[config.mk]
export PLATFORM = sky130hd
export DESIGN_NAME = smp_parser
export DESIGN_NICKNAME = d
export VERILOG_FILES = /design/src/rtl/smp_pkg.sv /design/src/rtl/smp_hdr_dec.sv /design/src/rtl/smp_parser.sv
export SDC_FILE = /design/constraint.sdc
export NUM_CORES = 1
export LEC_CHECK = 0
export BUFFER_PORTS_ARGS = -buffer_cell sky130_fd_sc_hd__buf_2
export CORE_ASPECT_RATIO = 1.1
export CORE_UTILIZATION = 52
export CTS_CLUSTER_SIZE = 28
export DETAILED_ROUTE_END_ITERATION = 8
export MAX_ROUTING_LAYER = met4
export PLACE_DENSITY = 0.71
export SYNTH_ARGS = -nofsm -noshare
export SYNTH_HDL_FRONTEND = slang
export SYNTH_HIERARCHICAL = 1
export SYNTH_SLANG_ARGS = --single-unit
[constraint.sdc]
create_clock -name clk_sys -period 4.5 [get_ports clk_sys]
set_input_delay 1.35 -clock clk_sys [delete_from_list [all_inputs] [get_ports clk_sys]]
set_output_delay 1.35 -clock clk_sys [all_outputs]
set_load 0.05 [all_outputs]
[src/rtl/smp_pkg.sv]
package smp_pkg;
  localparam int          HDR_BYTES     = 4;
  localparam logic [1:0]  POS_KIND      = 2'h0;
  localparam logic [1:0]  POS_FLAGS     = 2'h1;
  localparam logic [1:0]  POS_LEN_A     = 2'h2;
  localparam logic [1:0]  POS_LEN_B     = 2'h3;
  localparam int          FLAG_ORDER    = 0;
  localparam logic [15:0] LEN_REST      = 16'h0000;
  localparam logic [7:0]  KIND_EXT_LO   = 8'h80;
  localparam logic [7:0]  KIND_VEND_LO  = 8'hC0;
  localparam logic [7:0]  KIND_KNOWN_HI = 8'h7F;
  localparam logic [7:0]  KIND_CTX      = 8'h0C;
  localparam logic [7:0]  CTX_INIT      = 8'h00;
  localparam logic [1:0]  MAJOR_VERSION = 2'h2;
  typedef enum logic [3:0] {
    SMP_IDLE = 4'h1,
    SMP_HDR  = 4'h2,
    SMP_BODY = 4'h4,
    SMP_DROP = 4'h8
  } smp_state_type;
endpackage

[src/rtl/smp_hdr_dec.sv]
`timescale 1ns/1ns
`default_nettype none
// Combinational decode of three captured header bytes and the live fourth.
module smp_hdr_dec
  import smp_pkg::*;
(
  input  wire logic [7:0]  kind,
  input  wire logic [7:0]  flags,
  input  wire logic [7:0]  len_a,
  input  wire logic [7:0]  len_b,
  output logic             little,
  output logic [15:0]      body_len,
  output logic             known,
  output logic [6:0]       kind_flags
);
  // Byte order picks how the two length bytes combine.
  always_comb begin
    little     = flags[FLAG_ORDER];
    body_len   = little ? {len_b, len_a} : {len_a, len_b};
    known      = (kind <= KIND_KNOWN_HI);
    kind_flags = known ? flags[7:1] : 7'h00;
  end
endmodule
`default_nettype wire

[src/rtl/smp_parser.sv]
`timescale 1ns/1ns
`default_nettype none
// Behaviour
// - Each part starts with a fixed header followed by body elements.
// - Kind code from header selects how the part is interpreted.
// - Header carries eight individually decoded flags; the code decodes only flag zero and passes flags one to seven as one field for known kinds, zero for others.
// - Flag zero is the byte order flag in every kind.
// - Byte order flag clear means big endian, set means little endian.
// - Flags one to seven are interpreted per decoded kind.
// - Length counts only the body, unsigned sixteen bits.
// - Nonzero length locates the next header after that many body bytes.
// - Final part may carry length equal to remaining message bytes.
// - Zero length marks final part extending to message end.
// - Context from earlier parts applies to later parts of the message.
// - Context resets to initial values at each new message.
// - Framing layout fixed for major version two; only new kinds added.
// - Kind space keeps extension and vendor ranges.
// - A truncated header invalidates the rest of the message.
// - An invalid length discards the rest of the message.
// - Unknown kinds are skipped by length and parsing continues.
// - Unknown or unused flags are ignored, never rejected.
module smp_parser
  import smp_pkg::*;
(
  input  wire logic        clk_sys,
  input  wire logic        reset_n,
  input  wire logic        msg_start,
  input  wire logic [31:0] msg_length,
  input  wire logic        in_valid,
  input  wire logic [7:0]  in_data,
  output logic             part_valid,
  output logic [7:0]       part_kind_code,
  output logic [6:0]       part_flags,
  output logic             byte_order_flag,
  output logic [15:0]      body_length_field,
  output logic             part_last,
  output logic             part_known,
  output logic             body_valid,
  output logic [7:0]       body_data,
  output logic             body_end,
  output logic [7:0]       context_value,
  output logic             msg_error,
  output logic             msg_done
);
  smp_state_type state;
  smp_state_type next_state;
  logic [31:0]   remain;
  logic [31:0]   next_remain;
  logic [31:0]   body_cnt;
  logic [31:0]   next_body_cnt;
  logic [1:0]    hpos;
  logic [1:0]    next_hpos;
  logic [7:0]    hb [4];
  logic [7:0]    next_hb [4];
  logic [7:0]    ctx;
  logic [7:0]    next_ctx;
  logic          dec_little;
  logic [15:0]   dec_len;
  logic          dec_known;
  logic [6:0]    dec_flags;
  logic [7:0]    last_byte;
  logic          next_part_valid;
  logic          next_part_last;
  logic          next_body_valid;
  logic          next_body_end;
  logic          next_msg_error;
  logic          next_msg_done;

  // The fourth header byte is decoded as it arrives so no extra cycle is spent.
  always_comb begin
    last_byte = in_data;
  end

  smp_hdr_dec u_dec (
    .kind       (hb[POS_KIND]),
    .flags      (hb[POS_FLAGS]),
    .len_a      (hb[POS_LEN_A]),
    .len_b      (last_byte),
    .little     (dec_little),
    .body_len   (dec_len),
    .known      (dec_known),
    .kind_flags (dec_flags)
  );

  // Framing walk: header bytes, then the body counted down, then the next header.
  always_comb begin
    next_state      = state;
    next_remain     = remain;
    next_body_cnt   = body_cnt;
    next_hpos       = hpos;
    next_hb         = hb;
    next_ctx        = ctx;
    next_part_valid = 1'b0;
    next_part_last  = part_last;
    next_body_valid = 1'b0;
    next_body_end   = 1'b0;
    next_msg_error  = 1'b0;
    next_msg_done   = 1'b0;
    if (msg_start) begin
      next_state  = (msg_length == 32'h0) ? SMP_IDLE : SMP_HDR;
      next_remain = msg_length;
      next_hpos   = 2'h0;
      next_ctx    = CTX_INIT;
    end else if (in_valid && remain != 32'h0) begin
      next_remain = remain - 32'h1;
      case (state)
        SMP_HDR: begin
          next_hb[hpos] = in_data;
          next_hpos     = hpos + 2'h1;
          if (hpos == POS_LEN_B) begin
            next_part_valid = 1'b1;
            next_part_last  = (dec_len == LEN_REST) || (32'(dec_len) == remain - 32'h1);
            if (dec_len == LEN_REST) begin
              next_body_cnt = remain - 32'h1;
            end else begin
              next_body_cnt = 32'(dec_len);
            end
            if (dec_len != LEN_REST && 32'(dec_len) > remain - 32'h1) begin
              next_state     = SMP_DROP;
              next_msg_error = 1'b1;
            end else if (next_body_cnt == 32'h0) begin
              next_state    = (remain == 32'h1) ? SMP_IDLE : SMP_HDR;
              next_msg_done = (remain == 32'h1);
            end else begin
              next_state = SMP_BODY;
            end
            if (dec_known && hb[POS_KIND] == KIND_CTX) begin
              next_ctx = hb[POS_FLAGS];
            end
          end else if (remain == 32'h1) begin
            next_state     = SMP_IDLE;
            next_msg_error = 1'b1;
          end
        end
        SMP_BODY: begin
          next_body_valid = 1'b1;
          next_body_cnt   = body_cnt - 32'h1;
          if (body_cnt == 32'h1) begin
            next_body_end = 1'b1;
            next_hpos     = 2'h0;
            next_state    = (remain == 32'h1) ? SMP_IDLE : SMP_HDR;
            next_msg_done = (remain == 32'h1);
          end
        end
        SMP_DROP: begin
          if (remain == 32'h1) begin
            next_state = SMP_IDLE;
          end
        end
        default: begin
          next_state = state;
        end
      endcase
    end
  end

  // Output registers; a new header is only published on the second length byte.
  always_ff @(posedge clk_sys) begin
    if (!reset_n) begin
      state             <= SMP_IDLE;
      remain            <= 32'h0;
      body_cnt          <= 32'h0;
      hpos              <= 2'h0;
      hb                <= '{default: 8'h00};
      ctx               <= CTX_INIT;
      part_valid        <= 1'b0;
      part_kind_code    <= 8'h00;
      part_flags        <= 7'h00;
      byte_order_flag   <= 1'b0;
      body_length_field <= 16'h0000;
      part_last         <= 1'b0;
      part_known        <= 1'b0;
      body_valid        <= 1'b0;
      body_data         <= 8'h00;
      body_end          <= 1'b0;
      context_value     <= CTX_INIT;
      msg_error         <= 1'b0;
      msg_done          <= 1'b0;
    end else begin
      state         <= next_state;
      remain        <= next_remain;
      body_cnt      <= next_body_cnt;
      hpos          <= next_hpos;
      hb            <= next_hb;
      ctx           <= next_ctx;
      part_valid    <= next_part_valid;
      part_last     <= next_part_last;
      body_valid    <= next_body_valid;
      body_end      <= next_body_end;
      msg_error     <= next_msg_error;
      msg_done      <= next_msg_done;
      context_value <= ctx;
      if (next_body_valid) begin
        body_data <= in_data;
      end
      if (next_part_valid) begin
        part_kind_code    <= hb[POS_KIND];
        part_flags        <= dec_flags;
        byte_order_flag   <= dec_little;
        body_length_field <= dec_len;
        part_known        <= dec_known;
      end
    end
  end

  // The last header byte must publish the part on part_valid one cycle later.
  a_hdr_publish: assert property (@(posedge clk_sys) disable iff (!reset_n)
    (state == SMP_HDR && in_valid && !msg_start && hpos == POS_LEN_B && remain != 32'h0)
    |=> part_valid) else $error("header not published");
  a_new_ctx: assert property (@(posedge clk_sys) disable iff (!reset_n)
    msg_start |=> ctx == CTX_INIT) else $error("context not reset");
  a_order_len: assert property (@(posedge clk_sys) disable iff (!reset_n)
    part_valid && !byte_order_flag |-> body_length_field == {$past(hb[POS_LEN_A]), $past(in_data)})
    else $error("big endian length wrong");
  a_bad_len: assert property (@(posedge clk_sys) disable iff (!reset_n)
    msg_error |-> state != SMP_BODY) else $error("body after error");
  a_short_hdr: assert property (@(posedge clk_sys) disable iff (!reset_n)
    (state == SMP_HDR && in_valid && !msg_start && remain == 32'h1 && hpos != POS_LEN_B)
    |=> msg_error && state == SMP_IDLE) else $error("truncated header kept");
  a_body_step: assert property (@(posedge clk_sys) disable iff (!reset_n)
    (state == SMP_BODY && in_valid && !msg_start && body_cnt == 32'h1 && remain > 32'h1)
    |=> body_end && state == SMP_HDR) else $error("next header missed");
  a_zero_last: assert property (@(posedge clk_sys) disable iff (!reset_n)
    part_valid && body_length_field == LEN_REST |-> part_last) else $error("zero not last");
  a_exact_last: assert property (@(posedge clk_sys) disable iff (!reset_n)
    part_valid && 32'(body_length_field) == remain |-> part_last) else $error("final missed");
  c_two_parts: cover property (@(posedge clk_sys) disable iff (!reset_n)
    part_valid ##[1:40] part_valid);
  c_error: cover property (@(posedge clk_sys) disable iff (!reset_n) msg_error);
  c_done: cover property (@(posedge clk_sys) disable iff (!reset_n) part_last ##[1:40] msg_done);
  // Extension and vendor kinds must never be taken for kinds this parser knows.
  a_kind_space: assert property (@(posedge clk_sys) disable iff (!reset_n)
    part_valid && part_kind_code >= KIND_EXT_LO |-> !part_known) else $error("reserved kind known");
  c_vendor: cover property (@(posedge clk_sys) disable iff (!reset_n)
    part_valid && part_kind_code >= KIND_VEND_LO);
endmodule
`default_nettype wire

[After elaboration in Yosys (flattened, before gate mapping)]
Index checks and enable logic that the tools add are counted.
Word-level totals
  bits of input ports: 44
  output and inout bits: 55
  register bits after elaboration: 165
  word-level logic and storage cells: 111
Cells by class
  muxes and demuxes: 42
  magnitude comparators: 4
  $add $sub $neg: 3
  reductions and logical operators: 23
  bitwise logic cells: 6
  eq/ne operators: 11
Operators with widths (count)
  2-to-1 mux 32 bit: 8
  equality test 32 x 1 -> 1 bit, second input constant: 2
  zero test 32 bit: 2
  one-hot mux 32 bit (2 select lines): 1
  subtractor 32 x 1 -> 32 bit, second input constant: 2
  bitwise mux 32 bit: 1
  equality test 16 x 32 -> 1 bit: 1
  greater-than comparator 16 x 32 -> 1 bit: 1
  nonzero test 32 bit: 1
  2-to-1 mux 4 bit: 6
  demux 8 bit (select 2 bit): 1
  zero test 16 bit: 1
  2-to-1 mux 16 bit: 1
  nonzero test 16 bit: 1
  2-to-1 mux 1 bit: 15
  one-hot mux 4 bit (3 select lines): 1
  AND reduction 4 bit: 3
  AND reduction 3 bit: 3
  equality test 8 x 4 -> 1 bit, second input constant: 1
  <= comparator 8 x 7 -> 1 bit, second input constant: 1
  2-to-1 mux 8 bit: 1
  OR reduction 4 bit: 2
  2-to-1 mux 7 bit: 1
  2-to-1 mux 2 bit: 3
  other kinds (20): 29

[Depth between registers and ports, before layout]
Gate-level depths: netlist of run 1.
  depth in word-level cells: 14
  depth in mapped cells: 16
  depth with buffers taken out: 15

[Modules after synthesis]
The synthesis of run 1 kept the hierarchy.
By module, submodules not included
  smp_parser: times used 1, area each 8745.9 um2, seq. area each 3143.0 um2, cells an instance 1116
  smp_hdr_dec: times used 1, area each 304.0 um2, seq. area each 0.0 um2, cells an instance 27

[Worst setup path after synthesis of run 1]
OpenSTA, ideal clock, no wires.
  kind: register to register
  start point: register remain[0]
  end point: register state[3]
  data arrival time: 3345 ps
  buffers on the path: 1
  stages on the path, launching flop included: 16
  library setup time: 74 ps
  path slack: 1081 ps
  clock period less this slack: 3419 ps
  data required time: 4426 ps
  cell sequence: dfxtp_1 -> inv_1 -> ha_1 -> or3b_2 -> clkbuf_1 -> nor2_2 -> nand2_1 -> xor2_1 -> ha_1 -> nand4_1 -> nor3_1 -> o21ai_0 -> a31oi_1 -> o311ai_0 -> or4_1 -> a31oi_1
On the way
  word-level cells in the longest chain between the ends: 8
  elaborated cells on any way between the ends: 14
  classes of those cells: add/sub (1); order compare (1); eq/ne (1); mux (6); reduce/logical (5)
Ends and longest elaborated chain
  from (decl): line smp_parser.sv:47  | logic [31:0] remain;
  from (signal assigned): line smp_parser.sv:181  | remain <= next_remain;
  subtractor 32 x 1 -> 32 bit: line smp_parser.sv:118  | if (dec_len != LEN_REST && 32'(dec_len) > remain - 32'h1) begin
  greater-than comparator 16 x 32 -> 1 bit: line smp_parser.sv:118
  logical AND 1 bit: line smp_parser.sv:118
  2-to-1 mux 4 bit: line smp_parser.sv:118
  2-to-1 mux 4 bit: line smp_parser.sv:110  | if (hpos == POS_LEN_B) begin
  one-hot mux 4 bit (3 select lines): line smp_parser.sv:106  | case (state)
  2-to-1 mux 4 bit: line smp_parser.sv:104  | end else if (in_valid && remain != 32'h0) begin
  2-to-1 mux 4 bit: line smp_parser.sv:99  | if (msg_start) begin
  to (signal assigned): line smp_parser.sv:180  | state <= next_state;
  to (decl): line smp_parser.sv:45  | smp_state_type state;
Parallel ways exist; a longest one is shown, timed or not. The select of a mux whose other input is x is not followed.
A chain may end at the register's enable or synchronous reset.

[Worst setup path after layout of run 1]
Same ends and word-level chain as after synthesis.

==> results of run 1 <==
[cell families (layout without fill, tap and decap cells)]
group	after synthesis	count (layout)	share of synthesized area
simple gates	511	511	0.2812
compound gates	266	266	0.1991
flops	157	157	0.3473
buf+inv	101	166	0.04784
xor+xnor	59	59	0.05710
fa+ha+maj	25	25	0.03456
mux	24	24	0.03290
[registers in the layout, summed over array words and instances (netlist names)]
register and count:
hpos 2, hb 24, body_end 1, byte_order_flag 1, remain 32, body_valid 1, part_last 1, msg_error 1
state 4, body_cnt 32, part_flags 7, part_known 1, body_length_field 16, part_valid 1, body_data 8, ctx 8
context_value 8, part_kind_code 8, msg_done 1
[stage by stage]
step / hold WS, ns / area, µm² / setup slack, ns
detailed placement: 0.4435 / 9634 / 0.5616
CTS: 0.4620 / 10230 / 0.5475
floorplan: 0.4295 / 9050 / 1.081
global route: 0.4729 / 10230 / 0.2971
global placement: 0.4441 / 9634 / 0.6509
finish: 0.4553 / 10230 / 0.5650
[worst max path at each step]
| stage | startpoint | end | slack (ns) | depth (start not counted) |
|---|---|---|---|---|
| after floorplan | remain[0] | state[3] | 1.08 | 15 |
| after global placement | in_data[5] | state[3] | 0.65 | 10 |
| after detailed placement | remain[0] | state[3] | 0.56 | 14 |
| after CTS | remain[0] | state[3] | 0.55 | 14 |
| after global routing | remain[0] | state[3] | 0.30 | 14 |
| final | remain[0] | state[3] | 0.57 | 14 |
[critical path, cell delays in order (launching register included)]
cell                       delay [ns]
sky130_fd_sc_hd__dfxtp_1         0.39
sky130_fd_sc_hd__inv_1           0.15
sky130_fd_sc_hd__ha_1            0.24
sky130_fd_sc_hd__or3b_2          0.53
sky130_fd_sc_hd__nor2_2          0.29
sky130_fd_sc_hd__nand2_1         0.14
sky130_fd_sc_hd__xor2_1          0.19
sky130_fd_sc_hd__ha_1            0.30
sky130_fd_sc_hd__nand4_1         0.10
sky130_fd_sc_hd__nor3_1          0.28
sky130_fd_sc_hd__o21ai_0         0.13
sky130_fd_sc_hd__a31oi_1         0.14
sky130_fd_sc_hd__o311ai_0        0.26
sky130_fd_sc_hd__or4_1           0.56
sky130_fd_sc_hd__a31oi_1         0.16
[cell type report]
type | instances | area share
Inverter | 18 | 0.006605
Clock inverter | 15 | 0.01663
Multi-Input combinational cell | 885 | 0.5379
Tap cell | 234 | 0.02862
Clock buffer | 17 | 0.04159
Sequential cell | 157 | 0.3072
Timing Repair Buffer | 116 | 0.06140
[where the power goes]
group | switching (W) | total, W | leakage (nW) | internal, W
Combinational | 0.000234 | 0.000397 | 2.32 | 0.000163
Clock | 0.000677 | 0.00147 | 0.284 | 0.000791
Sequential | 0.0000463 | 0.00146 | 1.27 | 0.00141
Total | 0.000957 | 0.00332 | 3.88 | 0.00237
[cells in the final DEF, fill, tap and decap left out, types with 6 or more instances in the layout]
cell                        Yosys  final
sky130_fd_sc_hd__a211oi_1       6      6
sky130_fd_sc_hd__nor3_1        41     38
sky130_fd_sc_hd__mux2_4        10     10
sky130_fd_sc_hd__o211a_1        8      8
sky130_fd_sc_hd__o21ai_0       72     72
sky130_fd_sc_hd__inv_1         17     17
sky130_fd_sc_hd__a31oi_1        6      6
sky130_fd_sc_hd__o32ai_1        6      6
sky130_fd_sc_hd__nand4_1        9      9
sky130_fd_sc_hd__xnor2_1       40     40
sky130_fd_sc_hd__buf_2         12     97
sky130_fd_sc_hd__nand2_1      184    184
sky130_fd_sc_hd__nor4_1        32     32
sky130_fd_sc_hd__nor2_1        82     82
sky130_fd_sc_hd__or3_1          8      8
sky130_fd_sc_hd__ha_1          25     25
sky130_fd_sc_hd__mux2i_1        8      8
sky130_fd_sc_hd__a21boi_0      77     77
sky130_fd_sc_hd__and2_1        35     35
sky130_fd_sc_hd__nand2b_1      14     14
sky130_fd_sc_hd__or4_1         11     11
sky130_fd_sc_hd__dfxtp_1      157    157
sky130_fd_sc_hd__nand3_1       41     41
sky130_fd_sc_hd__clkbuf_16      0     17
sky130_fd_sc_hd__buf_4          2     19
sky130_fd_sc_hd__o22ai_1        8      8
sky130_fd_sc_hd__xor2_1        19     19
sky130_fd_sc_hd__a21oi_1       31     31
sky130_fd_sc_hd__a22oi_1        9      9
sky130_fd_sc_hd__mux2_2         6      6
sky130_fd_sc_hd__nor2b_1       22     22
[routing by layer]
| layer | GRT usage | up-vias | routed length [µm] |
|---|---|---|---|
| li1 | - | 4142 | - |
| met3 | 0.04545 | 41 | 1084 |
| met5 | - | - | 0 |
| met1 | 0.3572 | 3942 | 11030 |
| met4 | 0.08978 | 0 | 546 |
| met2 | 0.4997 | 190 | 12540 |
==> results.toml, run 1 <==
[run_status]
outcome = "completed"

[floorplan]
fp-row-count = 50
fp.dieH_um = 140.4
pin_count = 99
die-area_mm2 = 0.01794
initial_core_utilization = 0.5318
dieWidth_um = 127.8
fp.coreArea_mm2 = 0.01702

[worst_setup_path]
cp_class = "register to register"
worst_setup_path_end_kind = "register"
r2r_cells = 14
cp_max_fo = 7
critPathRequiredTime_ns = 4.87
setup.reg_to_reg.worst_slack_ns = 0.57
rr_startpoint = "remain[0]"
worstSetupStartpointType = "register"
cp.arrival_ns = 4.30
timing.rr.end = "state[3]"

[cts]
cts-resized-gates = 0
htreeDepth = 4
clk_root_buffer_cell = "sky130_fd_sc_hd__clkbuf_16"
cts_tree = "built"
holdBufCountCts = 0
numCtsBuffers = 17
postCtsSetupRepairBufs = 0
max-clock-path-buffers = 2
clock_insertion_delay_worst_skew_ns = 0.44
clk_pin_slew_worst_paths_ns = 0.07
clock_sink_count = 157

[placement]
place.gp.congestion = 0.9469
detailedPlacementHpwl_um = 18110
place_inst = 1410
placement.io_buffers = 98

[global_route]
grt-ovfl-total = 0
grt_pass1_vias = 7675
maximum_number_of_pins_on_one_net_before_global_route_repair = 85
wire_length_of_the_first_global_routing_pass_um = 40260
number_of_antenna_violations_at_the_first_check_in_global_routing = 0
total_routing_usage_reported_by_global_routing = 0.2944

[drt]
vias = 8315
first_iter_violations = 673
post_drt_wl_per_cell_um = 17.47
drt-pass1-iter-count = 5
antenna_violating_nets_post_route = 0
detail_route.drc_violations = 0
drt_wl_total_um = 25200
drt-vias-per-instance = 5.766

[cells_and_area]
multiInputGateArea_mm2 = 0.005503
finish.utilization = 0.6012
fin_nets = 1264
drive_gt1_frac = 0.1556
number_of_filler_cells_placed_in_the_layout = 1590
diodes = 0
area_growth_pct = 13.04
layout.area.seq_mm2 = 0.003143
final_cells = 1442

[hold_path]
hold_path.class = "register to register"
holdPathEnd = "context_value[5]"
whs_path_depth = 1
worst_hold_startpoint = "ctx[5]"

[timing]
finalWorstPathRequiredPeriod_ns = 3.935
fin_setup_tns_ns = 0
final-setup-viol-count = 0
fmaxAchievable_mhz = 254.1
grt_setup_unrepaired = "no"
timing.max_slew.rel_slack = 0.2804
fin_worst_skew_ns = 0.01214
final.period_utilization = 0.8744
timing_worst_slew_pin_value_ns = 1.077
hold_viol_final = 0
timing_max_transition_violations_final = 0

[pwr]
vdd.ir_drop.worst_v = 0.0002731
cellPowerDensity_mw_per_mm2 = 324.7
cellLeakagePower_nw = 3.879
fin_total_pwr_w = 0.003322

[synth]
synth-async-reset-ratio = 0
synth-seq-area-share = 0.3473
top_cell_type_s_share_of_synthesized_area = 0.3473
synth_top_area_cell = "sky130_fd_sc_hd__dfxtp_1"
syn_area_per_cell_um2 = 7.918
synthFlopType = "sky130_fd_sc_hd__dfxtp_1"
synth_edf_count = 0
synthesis.nets = 1212
ys_seq_elements = 157
netlist_top_cells_count = "184 x sky130_fd_sc_hd__nand2_1, 157 x sky130_fd_sc_hd__dfxtp_1, 82 x sky130_fd_sc_hd__nor2_1"
unique_cell_type_count_in_the_yosys_netlist = 76
yosys_warning_total = 6
yosys.cell_count.top_type = "sky130_fd_sc_hd__nand2_1"
post_synth_main_area_contributors = "sky130_fd_sc_hd__dfxtp_1 35%, sky130_fd_sc_hd__nand2_1 7.6%, sky130_fd_sc_hd__a21boi_0 6.4%, sky130_fd_sc_hd__o21ai_0 4.0%, sky130_fd_sc_hd__xnor2_1 3.9%"
syn-cell-area_mm2 = 0.009050
postSynthCellCount = 1143

[job]
max-cap-violations = 0
No activity file was read; power rests on OpenSTA's default activity.
==> run 2, diff against run 1 <==
--- a/config.mk
+++ b/config.mk
@@ -11,7 +11,7 @@
 export CTS_CLUSTER_SIZE = 28
 export DETAILED_ROUTE_END_ITERATION = 8
 export MAX_ROUTING_LAYER = met4
-export PLACE_DENSITY = 0.71
+export PLACE_DENSITY = 0.83
 export SYNTH_ARGS = -nofsm -noshare
 export SYNTH_HDL_FRONTEND = slang
 export SYNTH_HIERARCHICAL = 1
==> results.toml, run 2 (same netlist as run 1, synthesis figures left out) <==
[cells_and_area]
layout_commonest_cell = "sky130_fd_sc_hd__nand2_1"
number_of_filler_cells_placed_in_the_layout = 1585
final_cells = 1441
diodes = 0
layout_common_cells = "184 x sky130_fd_sc_hd__nand2_1, 157 x sky130_fd_sc_hd__dfxtp_1, 98 x sky130_fd_sc_hd__buf_2"
area_growth_pct = 12.60
fin_nets = 1264
biggestRegsByFlops = "body_cnt: 32 flops, remain: 32 flops, hb: 24 flops"
drive_gt1_frac = 0.1549
final_cell_area_mm2 = 0.01019
finish.utilization = 0.5988

[drt]
antenna_violating_nets_post_route = 0
drt-pass1-iter-count = 5
vias = 8615
post_drt_wl_per_cell_um = 17.37
detail_route.drc_violations = 0
drt_wl_total_um = 25030
first_iter_violations = 622
drt-vias-per-instance = 5.978

[cts]
holdBufCountCts = 0
clock_sink_count = 157
max-clock-path-buffers = 2
clk_pin_slew_worst_paths_ns = 0.07
postCtsSetupRepairBufs = 0
numCtsBuffers = 17
clk_root_buffer_cell = "sky130_fd_sc_hd__clkbuf_16"
htreeDepth = 4
clock_insertion_delay_worst_skew_ns = 0.43
cts_tree = "built"
cts-resized-gates = 0

[placement]
placement.io_buffers = 98
pre_cts_slack_ns = 0.5179
place_inst = 1410
dpl_cell_area_mm2 = 0.009632
place.gp.congestion = 0.9729
detailedPlacementHpwl_um = 17960

[timing]
fmaxAchievable_mhz = 247.3
timing_worst_slew_pin_value_ns = 0.8543
grt_setup_unrepaired = "no"
final-setup-viol-count = 0
layout_setup_ws_ns = 0.4556
timing.max_slew.rel_slack = 0.4274
finalWorstPathRequiredPeriod_ns = 4.044
fin_setup_tns_ns = 0
timing_max_transition_violations_final = 0
hold_viol_final = 0
fin_worst_skew_ns = 0.009521
final.period_utilization = 0.8988

[worst_setup_path]
cp.arrival_ns = 4.41
r2r_cells = 14
cell_chain_critical_path = "inv_1 > ha_1 > or3b_2 > nor2_2 > nand2_1 > xor2_1 > ha_1 > nand4_1 > nor3_1 > o21ai_0 > a31oi_1 > o311ai_0 > or4_1 > a31oi_1"
critPathRequiredTime_ns = 4.86
timing.critical_path.buf_inv = 1
cp_class = "register to register"
crit_family = "simple AND/OR/NAND/NOR gates"
worstSetupStartpointType = "register"
worst_setup_path_end_kind = "register"
rr_startpoint = "remain[0]"
crit_path_top_delay_cell = "sky130_fd_sc_hd__or4_1"
cp.depth = 14
cp-startpoint = "remain[0]"
slowest_delay_ns = 0.56
cp_max_fo = 7

[floorplan]
die-area_mm2 = 0.01794
pin_count = 99
fp.dieH_um = 140.4
fp.coreArea_mm2 = 0.01702
initial_core_utilization = 0.5318
fp-row-count = 50
dieWidth_um = 127.8

[global_route]
number_of_antenna_violations_at_the_first_check_in_global_routing = 0
maximum_number_of_pins_on_one_net_before_global_route_repair = 91
total_routing_usage_reported_by_global_routing = 0.2913
grt-ovfl-total = 0
grt_pass1_vias = 7900
wire_length_of_the_first_global_routing_pass_um = 40070

[hold_path]
worst_hold_startpoint = "body_length_field[7]"
whs_path_depth = 2
hold_path.class = "register to register"

[pwr]
cellLeakagePower_nw = 3.868
vdd.ir_drop.worst_v = 0.0002899
cellPowerDensity_mw_per_mm2 = 318.1

[job]
max-cap-violations = 0

[run_status]
outcome = "completed"
==> run 2: cell count changes in the layout (fill, tap and decap cells not counted) <==
cell                         delta
sky130_fd_sc_hd__buf_2          +1
sky130_fd_sc_hd__buf_4          -1
sky130_fd_sc_hd__clkinv_2       +2
sky130_fd_sc_hd__clkinv_4       +2
sky130_fd_sc_hd__clkinv_8       -2
sky130_fd_sc_hd__clkinvlp_4     -1
sky130_fd_sc_hd__inv_6          +1
sky130_fd_sc_hd__inv_8          -3
==> run 2: per-layer routing <==
metal  global-route usage  wire length, µm
met3              0.04966             1492
met4               0.1040              700
met1               0.3525            10530
met2               0.4851            12310
met5                    -                0
==> run 2: final cells by class <==
cell class	count	area, µm²	share of cell area
Clock inverter	14	132.6	0.01302
Tap cell	234	292.8	0.02873
Multi-Input combinational cell	885	5503	0.5400
Sequential cell	157	3143	0.3084
Timing Repair Buffer	116	625.6	0.06139
Clock buffer	17	425.4	0.04175
Inverter	18	67.56	0.006631
==> run 2: power breakdown <==
group	switching (W)	internal (W)
clock	0.000624	0.000768
combinational	0.000234	0.000158
sequential	0.0000465	0.00141
==> run 2: worst paths after layout <==
kind | to | slack, ns
max reg2reg | state[3] | 0.46
max | state[3] | 0.46
min reg2reg | body_length_field[7] | 0.46
min | body_length_field[7] | 0.46
==> run 2: per-stage QoR <==
| step | hold slack (ns) | power, W |
|---|---|---|
| final | 0.4615 | 0.003242 |
| after global routing | 0.4846 | 0.003354 |
| after CTS | 0.4670 | 0.003247 |
| after detailed placement | 0.4527 | 0.001869 |
| after global placement | 0.4450 | 0.001867 |
| after floorplan | 0.4295 | 0.001752 |
==> run 2: worst reg2reg max path, delay by kind of cell, from the launching register on <==
kind	cells	cell delay (ns)
flops	1	0.39
compound gates	4	0.78
simple gates	6	1.93
xor+xnor	1	0.20
fa+ha+maj	2	0.53
buf+inv	1	0.15
